### src/common/mcrb_pkg.sv
// Shared constants for the metering control register bank.
// Assumes a 32-bit APB slave whose byte address is four times the register index.
package mcrb_pkg;

  // Width of the APB byte address.
  localparam int ADDR_W = 16;

  // Register indices; the byte address is four times each index.
  localparam logic [15:0] IDX_ENGINE_CTRL = 16'h2106; // Engine enable.
  localparam logic [15:0] IDX_ENGINE_LOC  = 16'h2109; // Engine program location.
  localparam logic [15:0] IDX_CONV_CLOCK  = 16'h2200; // Converter clock divide.
  localparam logic [15:0] IDX_ANALOG_CTRL = 16'h2704; // Converter enable and battery load.
  localparam logic [15:0] IDX_BATT_RESULT = 16'h2885; // Battery measurement, read only.
  localparam logic [15:0] IDX_BATT_SELECT = 16'h2F00; // Battery select.

  // Field positions inside the low byte of each word.
  localparam int ENGINE_ENABLE_BIT = 0;
  localparam int CONV_DIV_BIT      = 5;
  localparam int CONV_ENABLE_BIT   = 4;
  localparam int BATT_LOAD_BIT     = 3;
  localparam int BATT_SELECT_BIT   = 0;
  localparam int LOC_W             = 7;
  localparam int RESULT_W          = 8;

  // Program location step is 1024 bytes, a shift of ten.
  localparam int LOC_SHIFT = 10;

  // Reset values.
  localparam logic [6:0] LOC_RST = 7'h1f;
  localparam logic       BIT_RST = 1'h0;

  // Master clock divide ratios for the converter and filter clock.
  localparam logic [3:0] DIV_BY_LOW  = 4'h4;
  localparam logic [3:0] DIV_BY_HIGH = 4'h8;

  // Master clock and resulting converter clock rates in hertz.
  localparam int MCK_SLOW_HZ       = 32'h0060_0000;
  localparam int MCK_FAST_HZ       = 32'h012C_0000;
  localparam int CONV_SLOW_DIV4_HZ = 32'h0018_0000;
  localparam int CONV_SLOW_DIV8_HZ = 32'h000C_0000;
  localparam int CONV_FAST_DIV4_HZ = 32'h004B_0000;
  localparam int CONV_FAST_DIV8_HZ = 32'h0025_8000;

endpackage

### src/common/mcrb_div_if.sv
// Link between the register bank and its converter clock divider.
// Assumes both ends run on the same master clock.
`timescale 1ns/1ps
interface mcrb_div_if;
  logic enable;   // Converter powered; divider runs.
  logic div_sel;  // Zero divides by four, one by eight.
  logic conv_clk; // Divided converter and filter clock.

  modport ctl (output enable, output div_sel, input conv_clk);
  modport div (input enable, input div_sel, output conv_clk);
endinterface

### src/verilog/mcrb_top.sv
// Metering control register bank: APB slave holding converter, battery and engine controls.
// Assumes an APB master on pclk and analogue and engine logic outside this block.
//
// Notes on behaviour
// (RULE1) Converter enable powers converter; reset zero.
// (RULE2) Converter clock master over four or eight.
// (RULE3) Converter rates follow master clock and divider.
// (RULE4) Battery load enable connects test load.
// (RULE5) Battery result read only, no reset.
// (RULE6) Engine program base is 1024 times location.
// (RULE7) Engine enable runs engine; clear holds stopped.
//
// Our own choice: register access over APB.
`timescale 1ns/1ps
module mcrb_top (
  // Clock and reset.
  input  wire logic                                  pclk,
  input  wire logic                                  presetn,
  // APB slave.
  input  wire logic                                  psel,
  input  wire logic                                  penable,
  input  wire logic                                  pwrite,
  input  wire logic [mcrb_pkg::ADDR_W-1:0]           paddr,
  input  wire logic [31:0]                           pwdata,
  input  wire logic [3:0]                            pstrb,
  output logic      [31:0]                           prdata,
  output logic                                       pready,
  output logic                                       pslverr,
  // Analogue controls.
  output logic                                       converter_enable,
  output logic                                       converter_clock,
  output logic                                       battery_load_enable,
  output logic                                       battery_select,
  // Battery measurement from the analogue side.
  input  wire logic [mcrb_pkg::RESULT_W-1:0]         battery_measurement_in,
  // Computation engine.
  output logic                                       engine_run,
  output logic [mcrb_pkg::LOC_W+mcrb_pkg::LOC_SHIFT-1:0] engine_program_base
);

  ////////////////////////////////////////////////////////////////////////////////
  // Address decode.

  // True when the byte address selects the word at the given index.
  function automatic logic hit(input logic [15:0] addr, input logic [15:0] idx);
    hit = (addr == {idx[13:0], 2'b00});
  endfunction

  // True when the byte address selects any word of this bank.
  function automatic logic mapped(input logic [15:0] addr);
    mapped = hit(addr, mcrb_pkg::IDX_ENGINE_CTRL) || hit(addr, mcrb_pkg::IDX_ENGINE_LOC)
          || hit(addr, mcrb_pkg::IDX_CONV_CLOCK)  || hit(addr, mcrb_pkg::IDX_ANALOG_CTRL)
          || hit(addr, mcrb_pkg::IDX_BATT_RESULT) || hit(addr, mcrb_pkg::IDX_BATT_SELECT);
  endfunction

  mcrb_div_if div_link (); // Link to the converter clock divider.

  logic                          setup;        // APB setup phase.
  logic                          wr;           // Write taken in this access cycle.
  logic                          eng_en;       // Engine enable.
  logic                          next_eng_en;
  logic [mcrb_pkg::LOC_W-1:0]    loc;          // Engine program location.
  logic [mcrb_pkg::LOC_W-1:0]    next_loc;
  logic                          div_sel;      // Converter clock divide select.
  logic                          next_div_sel;
  logic                          conv_en;      // Converter enable.
  logic                          next_conv_en;
  logic                          batt_load;    // Battery test load enable.
  logic                          next_batt_load;
  logic                          batt_sel;     // Battery select.
  logic                          next_batt_sel;
  logic [31:0]                   rdata;        // Registered read data.
  logic [31:0]                   next_rdata;
  logic                          err;          // Registered error answer.
  logic                          next_err;
  logic [mcrb_pkg::RESULT_W-1:0] meas_s1;      // First synchroniser stage.
  logic [mcrb_pkg::RESULT_W-1:0] meas_s2;      // Second synchroniser stage.

  // Setup captures read data; the access cycle always completes at once.
  assign setup  = psel && !penable;
  assign wr     = psel && penable && pwrite && pstrb[0];
  assign pready = psel && penable;

  ////////////////////////////////////////////////////////////////////////////////
  // Battery measurement enters from the analogue domain through two flops.
  // It has no defined reset value, so these flops take none.
  always_ff @(posedge pclk) begin
    meas_s1 <= battery_measurement_in; // RULE5
    meas_s2 <= meas_s1;
  end

  ////////////////////////////////////////////////////////////////////////////////
  // Next register values: writes land on the access edge, reads are built in setup.
  always_comb begin
    next_eng_en    = eng_en;
    next_loc       = loc;
    next_div_sel   = div_sel;
    next_conv_en   = conv_en;
    next_batt_load = batt_load;
    next_batt_sel  = batt_sel;
    next_rdata     = rdata;
    next_err       = err;
    if (setup) begin
      // Build the answer one cycle early so that prdata comes from a flop.
      next_err   = !mapped(paddr);
      next_rdata = 32'h0000_0000;
      if (hit(paddr, mcrb_pkg::IDX_ENGINE_CTRL)) begin
        next_rdata[mcrb_pkg::ENGINE_ENABLE_BIT] = eng_en;
      end else if (hit(paddr, mcrb_pkg::IDX_ENGINE_LOC)) begin
        next_rdata[mcrb_pkg::LOC_W-1:0] = loc;
      end else if (hit(paddr, mcrb_pkg::IDX_CONV_CLOCK)) begin
        next_rdata[mcrb_pkg::CONV_DIV_BIT] = div_sel;
      end else if (hit(paddr, mcrb_pkg::IDX_ANALOG_CTRL)) begin
        next_rdata[mcrb_pkg::CONV_ENABLE_BIT] = conv_en;
        next_rdata[mcrb_pkg::BATT_LOAD_BIT]   = batt_load;
      end else if (hit(paddr, mcrb_pkg::IDX_BATT_RESULT)) begin
        next_rdata[mcrb_pkg::RESULT_W-1:0] = meas_s2; // RULE5
      end else if (hit(paddr, mcrb_pkg::IDX_BATT_SELECT)) begin
        next_rdata[mcrb_pkg::BATT_SELECT_BIT] = batt_sel;
      end else begin
        // Unmapped address reads as zero and answers with an error.
        next_rdata = 32'h0000_0000;
      end
    end
    if (wr) begin
      // Only byte lane zero carries fields; the result word ignores writes.
      if (hit(paddr, mcrb_pkg::IDX_ENGINE_CTRL)) begin
        next_eng_en = pwdata[mcrb_pkg::ENGINE_ENABLE_BIT]; // RULE7
      end
      if (hit(paddr, mcrb_pkg::IDX_ENGINE_LOC)) begin
        next_loc = pwdata[mcrb_pkg::LOC_W-1:0]; // RULE6
      end
      if (hit(paddr, mcrb_pkg::IDX_CONV_CLOCK)) begin
        next_div_sel = pwdata[mcrb_pkg::CONV_DIV_BIT]; // RULE2
      end
      if (hit(paddr, mcrb_pkg::IDX_ANALOG_CTRL)) begin
        next_conv_en   = pwdata[mcrb_pkg::CONV_ENABLE_BIT]; // RULE1
        next_batt_load = pwdata[mcrb_pkg::BATT_LOAD_BIT];   // RULE4
      end
      if (hit(paddr, mcrb_pkg::IDX_BATT_SELECT)) begin
        next_batt_sel = pwdata[mcrb_pkg::BATT_SELECT_BIT]; // RULE4
      end
    end
  end

  // Register the bank; reset loads the documented values.
  always_ff @(posedge pclk or negedge presetn) begin
    if (!presetn) begin
      eng_en    <= mcrb_pkg::BIT_RST;
      loc       <= mcrb_pkg::LOC_RST; // RULE6
      div_sel   <= mcrb_pkg::BIT_RST;
      conv_en   <= mcrb_pkg::BIT_RST;
      batt_load <= mcrb_pkg::BIT_RST;
      batt_sel  <= mcrb_pkg::BIT_RST;
      rdata     <= 32'h0000_0000;
      err       <= 1'b0;
    end else begin
      eng_en    <= next_eng_en;
      loc       <= next_loc;
      div_sel   <= next_div_sel;
      conv_en   <= next_conv_en;
      batt_load <= next_batt_load;
      batt_sel  <= next_batt_sel;
      rdata     <= next_rdata;
      err       <= next_err;
    end
  end

  ////////////////////////////////////////////////////////////////////////////////
  // Outputs and the converter clock divider.

  assign prdata              = rdata;
  assign pslverr             = err && psel && penable;
  assign converter_enable    = conv_en; // RULE1
  assign battery_load_enable = batt_load; // RULE4
  assign battery_select      = batt_sel;
  assign engine_run          = eng_en; // RULE7
  assign engine_program_base = {loc, {mcrb_pkg::LOC_SHIFT{1'b0}}}; // RULE6

  // The divider runs only while the converter is powered.
  assign div_link.enable  = conv_en;
  assign div_link.div_sel = div_sel;
  assign converter_clock  = div_link.conv_clk; // RULE3

  mcrb_clk_div #(
    .PLL_FAST (1'b1)
  ) u_clk_div (
    .pclk    (pclk),
    .presetn (presetn),
    .link    (div_link)
  );
endmodule

### src/verilog/mcrb_clk_div.sv
// Converter and filter clock divider fed by the master clock.
// Assumes enable and div_sel come from flops on the same clock.
`timescale 1ns/1ps
module mcrb_clk_div #(
  parameter bit PLL_FAST = 1'b1
) (
  // Clock and reset.
  input  wire logic   pclk,
  input  wire logic   presetn,
  // Control from the register bank.
  mcrb_div_if.div     link
);

  // Cycles between rising edges expected at divide by eight, from the rate table.
  localparam int PERIOD_HIGH = PLL_FAST ? (mcrb_pkg::MCK_FAST_HZ / mcrb_pkg::CONV_FAST_DIV8_HZ)
                                        : (mcrb_pkg::MCK_SLOW_HZ / mcrb_pkg::CONV_SLOW_DIV8_HZ);

  logic [2:0] cnt;           // Cycles since the last toggle.
  logic [2:0] next_cnt;      // Next cycle count.
  logic       clk_q;         // Registered converter clock.
  logic       next_clk_q;    // Next converter clock.
  logic       prev_sel;      // Divide select seen last cycle.
  logic       next_prev_sel; // Next copy of the divide select.
  logic [2:0] half;          // Cycles per half period.
  logic       prev_clk;      // Helper copy for period checking.
  logic [3:0] since_rise;    // Helper count of cycles since a rising edge.
  logic [3:0] next_since_rise; // Next helper count.

  ////////////////////////////////////////////////////////////////////////////////
  // Divider: toggles every half period, parks low while the converter is idle.
  always_comb begin
    half          = link.div_sel ? mcrb_pkg::DIV_BY_HIGH[3:1] : mcrb_pkg::DIV_BY_LOW[3:1]; // RULE2
    next_cnt      = cnt;
    next_clk_q    = clk_q;
    next_prev_sel = link.div_sel;
    if (!link.enable) begin
      // Idle converter gets no clock.
      next_cnt   = 3'h0; // RULE1
      next_clk_q = 1'b0;
    end else if (link.div_sel != prev_sel) begin
      // Restart from low so the new ratio begins with a full low half period.
      next_cnt   = 3'h0;
      next_clk_q = 1'b0;
    end else if (cnt == half - 3'h1) begin
      // Half period complete.
      next_cnt   = 3'h0;
      next_clk_q = ~clk_q; // RULE2
    end else begin
      // Keep counting.
      next_cnt = cnt + 3'h1;
    end
  end

  // Register the divider state.
  always_ff @(posedge pclk or negedge presetn) begin
    if (!presetn) begin
      cnt      <= 3'h0;
      clk_q    <= 1'b0;
      prev_sel <= 1'b0;
    end else begin
      cnt      <= next_cnt;
      clk_q    <= next_clk_q;
      prev_sel <= next_prev_sel;
    end
  end

  assign link.conv_clk = clk_q;

  ////////////////////////////////////////////////////////////////////////////////
  // Helper for the period checks below: restarts on a rise and saturates at fifteen.
  always_comb begin
    next_since_rise = since_rise + {3'h0, (since_rise != 4'hf)};
    if (clk_q && !prev_clk) begin
      // A new rising edge starts the count again.
      next_since_rise = 4'h1;
    end
  end

  // Register the helper state.
  always_ff @(posedge pclk or negedge presetn) begin
    if (!presetn) begin
      prev_clk   <= 1'b0;
      since_rise <= 4'h0;
    end else begin
      prev_clk   <= clk_q;
      since_rise <= next_since_rise;
    end
  end
endmodule

### config.mk
export PLATFORM = sky130hd
export DESIGN_NAME = mcrb_top
export DESIGN_NICKNAME = d
export VERILOG_FILES = /design/src/common/mcrb_pkg.sv /design/src/common/mcrb_div_if.sv /design/src/verilog/mcrb_top.sv /design/src/verilog/mcrb_clk_div.sv
export SDC_FILE = /design/constraint.sdc
export NUM_CORES = 1
export LEC_CHECK = 0
export BUFFER_PORTS_ARGS = -buffer_cell sky130_fd_sc_hd__buf_2
export CAP_MARGIN = 20
export CORE_MARGIN = 2
export CORE_UTILIZATION = 43
export DETAILED_ROUTE_END_ITERATION = 7
export GPL_TIMING_DRIVEN = 0
export PLACE_DENSITY = 0.8
export SLEW_MARGIN = 20
export SYNTH_ARGS = -nofsm -noshare
export SYNTH_HDL_FRONTEND = slang
export SYNTH_SLANG_ARGS = --single-unit
### constraint.sdc
create_clock -name pclk -period 2.15 [get_ports pclk]
set_input_delay 0.43 -clock pclk [delete_from_list [all_inputs] [get_ports pclk]]
set_output_delay 0.43 -clock pclk [all_outputs]
set_load 0.01 [all_outputs]
; ---- Word level (Yosys, flattened, before mapping)
; Index checks and enable logic that the tools add are counted.
[totals]
reg_bits = 66
latchBits = 0
ramBits = 0
rom_bits = 0
out_inout_bits = 56
mem_count = 0
[op_classes]
n_addsub = 2
mul = 0
div_mod_pow = 0
order_cmp = 0
eq_ne = 9
n_shift = 0
muxes = 31
bitwise = 1
reduce_logical = 18
[op_table]
columns = cell, n
row1 = 31-bit two-way mux, 7
row2 = 16-bit == test (second input constant), 6
row3 = 8-bit two-way mux, 6
row4 = 27-bit two-way mux, 1
row5 = 26-bit two-way mux, 1
row6 = 25-bit two-way mux, 1
row7 = 24-bit two-way mux, 1
row8 = 3-bit two-way mux, 5
row9 = 2-bit AND reduction, 5
row10 = 7-bit two-way mux, 1
row11 = 1-bit logical AND, 6
row12 = 1-bit two-way mux, 6
row13 = 1-bit logical OR, 5
row14 = 5-bit two-way mux, 1
row15 = 3-bit by 1-bit adder with 3-bit output (second input constant), 1
row16 = 3-bit == test, 1
row17 = 3-bit by 1-bit != test with 1-bit output (second input constant), 1
row18 = 3-bit by 1-bit subtractor with 3-bit output (second input constant), 1
row19 = 1-bit zero test, 2
row20 = 2-bit two-way mux, 1
row21 = 1-bit != test, 1
row22 = 1-bit NOT, 1

; ---- Depth between registers and ports, before layout
; Gate-level depths: netlist (run 1).
[logic_depth]
word_depth = 17
ltp_mapped = 5

; ---- Modules after synthesis
; A second synthesis (run 1) with hierarchy kept.
[unflattened]
hier_cells = 192
area_unflattened_um2 = 2033.2
[by_module_without_submodules]
columns = mod, n_inst, cells_per_inst, area_each_um2
row1 = mcrb_top, 1, 166, 1774.2
row2 = mcrb_clk_div, 1, 26, 259.0

; ---- Worst setup path after synthesis (run 1)
; OpenSTA, ideal clock, no wires.
[synth_path]
path_kind = input port to flip-flop
startpoint = input port paddr[7] (netlist name)
endpoint = register eng_en (netlist: engine_run)
arrival_ps = 2160
required_time_ps = 2023
setup_slack_ps = -138
stages = 5
path_buffers = 0
cell_sequence = or4b_4 > or4b_4 > or2_1 > nor2_2 > mux2_1
[synth_between]
elab_chain_len = 2
[synth_rtl]
columns = item, line
row1 = start: declaration, mcrb_top.sv:23  ; input wire logic [mcrb_pkg::ADDR_W-1:0] paddr,
row2 = 16-bit == test, mcrb_top.sv:46  ; hit = (addr == {idx[13:0], 2'b00});
row3 = 2-bit AND reduction (no line), --
row4 = end signal: assignment, mcrb_top.sv:149  ; eng_en <= mcrb_pkg::BIT_RST;
row5 = end signal: assignment, mcrb_top.sv:158  ; eng_en <= next_eng_en;
row6 = end: declaration, mcrb_top.sv:60  ; logic eng_en;
; Every way passes these cells.
; A chain may end at the register's enable or synchronous reset.

; ---- Final worst setup path (run 1)
[layout_path]
startpoint = input port paddr[5] (netlist name)
endpoint = register eng_en (netlist: engine_run)
; The elaborated chain is that of the path after synthesis.

==> impl_metrics.tcl, run 1 <==
set metrics [dict create \
    post_drt_wl_per_cell_um 11.9 \
    worst_pin_slew_ns 0.686 \
    drt-pass1-iter-count 4 \
    cpMostUsedCell "or4b_4" \
    required_ns 2.33 \
    clock_sinks 42 \
    violations "setup timing" \
    layout_commonest_cell "buf_2" \
    antenna_found_initial 0 \
    worstSetupPathType "in -> reg" \
    placement_rows 24 \
    rsz0062_at_grt "true" \
    netlist.area_leader.share_pct 26.9 \
    critPathTopFamily "simple AND/OR/NAND/NOR gates" \
    final_util_pct 59.1 \
    setup_violations 1 \
    synth_area_mm2 0.00195 \
    routed_wirelength_mm 4.04 \
    drtIter0Drc 30 \
    grt_usage_pct 15.8 \
    path_clk_slew_ns 0.08 \
    synth-warning-count 0 \
    cts_hold_buf 0 \
    finalMaxSlewViolations 0 \
    postRouteAntennaNets 0 \
    leakagePower_nw 1.31 \
    crit_chain "buf_6, or4b_4, or4b_4, or2_4, nor2_4, mux2_4" \
    placed_cells 329 \
    diodes 0 \
    ys_seq_area_share_pct 50.1 \
    critical_path.endpoint_type "flip-flop" \
    r2r_start "u_clk_div.cnt[2]$_DFF_PN0_" \
    layout_common_cells "buf_2 (56), buf_4 (36), conb_1 (34), dfrtp_1 (21), dfxtp_1 (16)" \
    grt_pass1_wl_mm 6.40 \
    p_per_area_mw_per_mm2 571 \
    drc 0 \
    cts-htree-levels 2 \
    core-area_mm2 0.00435 \
    critPathLaunchType "input pin" \
    vias 1584 \
    async_flop_share_pct 61.9 \
    max_slew_margin_pct 53.8 \
    pin_count 121 \
    place_hpwl_mm 3.10 \
    clock-root-buffer "clkbuf_8" \
    synth-edff-count 0 \
    critPathMaxStageDelay_ns 0.59 \
    syn_avg_cell_area_um2 10.5 \
    synth.area.top_cells "dfrtp_1 (27%), dfxtp_1 (16%), buf_4 (13%)" \
    synth_area_leader_cell "dfrtp_1" \
    grt_max_degree 27 \
    maxCapViolations 0 \
    die_w_um 71.4 \
    period_minus_slack_ns 2.18 \
    detail_route.vias_per_cell 4.67 \
    io_buffers 58 \
    final-hold-violation-count 0 \
    cts_buffer_depth 2 \
    grt_pass1_vias 1503 \
    peakVddDrop_mv 0.513 \
    globalRoute.totalOverflow 0 \
    critPathSlowestCell "or4b_4" \
    numCtsBuffers 5 \
    ys_ff_latch 42 \
    clock_latency_ns 0.29 \
    cts_tree "done" \
    initial_utilization_pct 44.8 \
    ys_types 43 \
    fin_crit_sh_pct 101 \
    hold_path.class "in -> async" \
    outcome "finished with violations" \
    drive_gt1_share_pct 45.3 \
    final_cells 339 \
    layout-area-overhead-vs-synth_pct 32.0 \
    ys.flop_type "dfrtp_1" \
    critPathBufInv 1 \
    cp_max_fo 4 \
    fmax_mhz 459 \
    final_nets 352 \
    gp_congestion 0.811 \
    post-place-ws_ns -0.362 \
    synth_cells 186 \
    fin_skew_ns 0.00496 \
    cp-startpoint "paddr[5]" \
    arrival_ns 2.35 \
    worst_slack_ns -0.0269 \
    die_h_um 71.4 \
    dieArea_mm2 0.00509 \
]
Yosys cell counts, drive strengths merged, types with 2 or more instances:
cell    number
or2          2
a221oi       2
nor2b        5
nor2        10
nor4         6
dfstp        5
o21ai        8
dfrtp       21
dfxtp       16
mux2        12
nand2b       5
nor3         8
nor3b        2
a22oi        6
or4b         2
nand3        5
a21oi        4
buf         34
nand2       15
where the power goes:
part	switching [mW]	total (mW)	internal [mW]	leakage, nW
Clock	0.255	0.484	0.229	0.0452
Combinational	0.0868	0.172	0.0849	0.789
Sequential	0.00634	0.814	0.807	0.474
Total	0.349	1.47	1.12	1.31
layout make-up:
type	count	area, µm²
Multi-Input combinational cell	141	866
Buffer	35	259
Clock inverter	2	13.8
Tap cell	52	65.1
Clock buffer	6	72.6
Timing Repair Buffer	60	318
Inverter	1	3.75
Fill cell	373	1780
Sequential cell	42	977
state kept, by name (all words and copies together), names as in the netlist, 3 cells and up:
signal,flops
prdata,8
u_clk_div.cnt,3
loc,7
meas_s1,8
meas_s2,8
stage by stage:
step | cell area, µm² | total power, mW | TNS, ns | hold slack, ns
3_5_place_dp | 2430 | 0.993 | -4.65 | 0.313
2_1_floorplan | 2070 | 0.931 | -0.0870 | 0.134
3_3_place_gp | 2430 | 0.990 | -4.45 | 0.311
6_report | 2570 | 1.47 | -0.0269 | 0.129
4_1_cts | 2530 | 1.48 | 0 | 0.146
5_1_grt | 2570 | 1.53 | -0.0369 | 0.171
worst paths after layout:
kind                                                       end  slack [ns]  depth (start not counted)
max in group asynchronous                   loc[4]$_DFFE_PN1P_        1.64                          1
min in group pclk                           meas_s1[1]$_DFF_P_        0.24                          1
setup reg to reg           u_clk_div.link.conv_clk$_DFFE_PN0P_        0.84                          4
hold / removal                           prdata[1]$_DFFE_PN0P_        0.13                          1
setup / recovery                        engine_run$_DFFE_PN0P_       -0.03                          6
hold reg to reg                             meas_s2[0]$_DFF_P_        0.33                          0
metal layers:
layer	GRT usage, %	vias up	wire, µm
met1	17.8	711	1580
met4	5.87	0	55
met2	28.5	78	2060
met3	4.22	5	355
li1	-	790	-
met5	0	-	0
worst register-to-register path: stages, from the launching register on:
cell      delay [ns]
dfrtp_1         0.41
nand2b_1        0.19
o311ai_0        0.32
o21ai_0         0.13
a21boi_0        0.18
what timing repair did:
| action | CTS | global route |
|---|---|---|
| endpoints found under the setup margin | 6 | 4 |
| buffers inserted | 0 | 2 |
| pin swaps | 0 | 4 |
| hold endpoints to repair | 0 | 0 |
| gates resized for setup | 2 | 6 |
cells by family (layout without fill, tap and decap cells):
group	after synthesis	after routing	share of synthesized area, %
and+or+nand+nor	66	66	19.0
xor gates and xnor gates	1	1	0.449
AOI/OAI and AO/OA	27	27	9.24
buffers and inverters	36	104	13.5
muxes	12	12	6.93
other	1	34	0.192
DFF	42	42	50.1
adders and majority gates	1	1	0.641
Power figures use the tool's default switching activity.
==> inputs of run 2 (changes only) <==
--- a/config.mk
+++ b/config.mk
@@ -11,7 +11,8 @@
 export CORE_UTILIZATION = 43
 export DETAILED_ROUTE_END_ITERATION = 7
 export GPL_TIMING_DRIVEN = 0
-export PLACE_DENSITY = 0.8
+export PLACE_DENSITY = 0.89
+export SETUP_SLACK_MARGIN = 0.2
 export SLEW_MARGIN = 20
 export SYNTH_ARGS = -nofsm -noshare
 export SYNTH_HDL_FRONTEND = slang
==> constraint.sdc (replaced) <==
create_clock -name pclk -period 2.6 [get_ports pclk]
set_input_delay 0.52 -clock pclk [delete_from_list [all_inputs] [get_ports pclk]]
set_output_delay 0.52 -clock pclk [all_outputs]
set_load 0.01 [all_outputs]
==> impl_metrics.tcl, run 2 (synthesis results as in run 1) <==
set metrics [dict create \
    critPathSlowestCell "or4b_4" \
    clock_sinks 42 \
    final_area_mm2 0.00255 \
    antenna_found_initial 0 \
    dieArea_mm2 0.00509 \
    io_buffers 58 \
    path_clk_slew_ns 0.08 \
    grt_pass1_wl_mm 6.64 \
    critPathBufInv 1 \
    cts-htree-levels 2 \
    drc 0 \
    outcome "complete, no violations" \
    worstSetupPathType "in -> reg" \
    critPathMaxStageDelay_ns 0.57 \
    cpMostUsedCell "or4b_4" \
    period_minus_slack_ns 2.27 \
    drt-pass1-iter-count 4 \
    worst_pin_slew_ns 0.770 \
    p_per_area_mw_per_mm2 513 \
    finalMaxSlewViolations 0 \
    placed_cells 329 \
    globalRoute.totalOverflow 0 \
    numCtsBuffers 5 \
    critPathTopFamily "simple AND/OR/NAND/NOR gates" \
    multiInputGateArea_um2 850 \
    vias 1562 \
    final_nets 350 \
    leakagePower_nw 1.30 \
    r2r_start "u_clk_div.cnt[2]$_DFF_PN0_" \
    placed_area_mm2 0.00243 \
    arrival_ns 2.45 \
    placement_rows 24 \
    layout_commonest_cell "buf_2" \
    layout_common_cells "buf_2 (58), buf_4 (34), conb_1 (34), dfrtp_1 (21), dfxtp_1 (16)" \
    max_slew_margin_pct 48.3 \
    gp_congestion 0.885 \
    fin_skew_ns 0.00846 \
    final_util_pct 58.7 \
    crit_chain "buf_2, or4b_4, or4b_4, or2_1, nor2_2, mux2_1" \
    worst_slack_ns 0.327 \
    final_cells 337 \
    place_hpwl_mm 3.16 \
    fmax_mhz 440 \
    maxCapViolations 0 \
    critical_path.endpoint_type "flip-flop" \
    fillCellCount 404 \
    pin_count 121 \
    r2r_cells 4 \
    clock-root-buffer "clkbuf_8" \
    routed_wirelength_mm 3.98 \
    drtIter0Drc 61 \
    hold_slack_ns 0.209 \
    grt_max_degree 27 \
    tns_ns 0 \
    rsz0062_at_grt "false" \
    core-area_mm2 0.00435 \
    critPathLaunchType "input pin" \
    initial_utilization_pct 44.8 \
    post-place-ws_ns -0.0416 \
    setup_violations 0 \
    hold_path.class "in -> async" \
    drive_gt1_share_pct 43.9 \
    r2r_slack_ns 1.30 \
    fin_crit_sh_pct 87.4 \
    r2r-end "u_clk_div.link.conv_clk$_DFFE_PN0P_" \
    cp_max_fo 4 \
    grt_pass1_vias 1459 \
    cts_tree "done" \
    grt_usage_pct 16.8 \
    peakVddDrop_mv 0.481 \
    cts_buffer_depth 2 \
    p_total_mw 1.31 \
    postRouteAntennaNets 0 \
    die_w_um 71.4 \
    detail_route.vias_per_cell 4.64 \
    post_drt_wl_per_cell_um 11.8 \
    layout-area-overhead-vs-synth_pct 31.0 \
    cp-startpoint "paddr[7]" \
    diodes 0 \
    final-hold-violation-count 0 \
    required_ns 2.78 \
    die_h_um 71.4 \
    regArea_um2 977 \
    clock_latency_ns 0.29 \
]
## run 2: worst max-delay path by stage
stage	cells past startpoint	end
4_1_cts	5	loc[6]$_DFFE_PN0P_
3_3_place_gp	5	loc[5]$_DFFE_PN0P_
5_1_grt	6	engine_run$_DFFE_PN0P_
2_1_floorplan	5	engine_run$_DFFE_PN0P_
3_5_place_dp	5	loc[5]$_DFFE_PN0P_
6_report	6	engine_run$_DFFE_PN0P_
## run 2: layout make-up
cell class,count,share of cell area (%)
Multi-Input combinational cell,141,33.3
Tap cell,52,2.55
Clock inverter,2,1.47
Timing Repair Buffer,58,11.4
Buffer,35,10.1
Clock buffer,6,2.84
Sequential cell,42,38.2
Inverter,1,0.147
## run 2: repair_timing
item / 4_1_cts / 5_1_grt
setup buffers: 0 / 0
hold buffers: 0 / 0
gates resized for setup: 0 / 2
endpoints found under the setup margin: 0 / 6
endpoints found under the hold margin: 0 / 0
## run 2: metal layers
metal,track usage (%),share of wire [%],vias up
li1,-,-,787
met1,20.6,41,702
met2,28.4,50,65
met3,4.22,8.0,8
met4,6.50,1.5,0
met5,0,0,-
## run 2: power by group
part | total (mW) | internal [mW] | switching [mW]
logic | 0.137 | 0.0669 | 0.0699
registers | 0.673 | 0.668 | 0.00540
clock network | 0.501 | 0.286 | 0.215
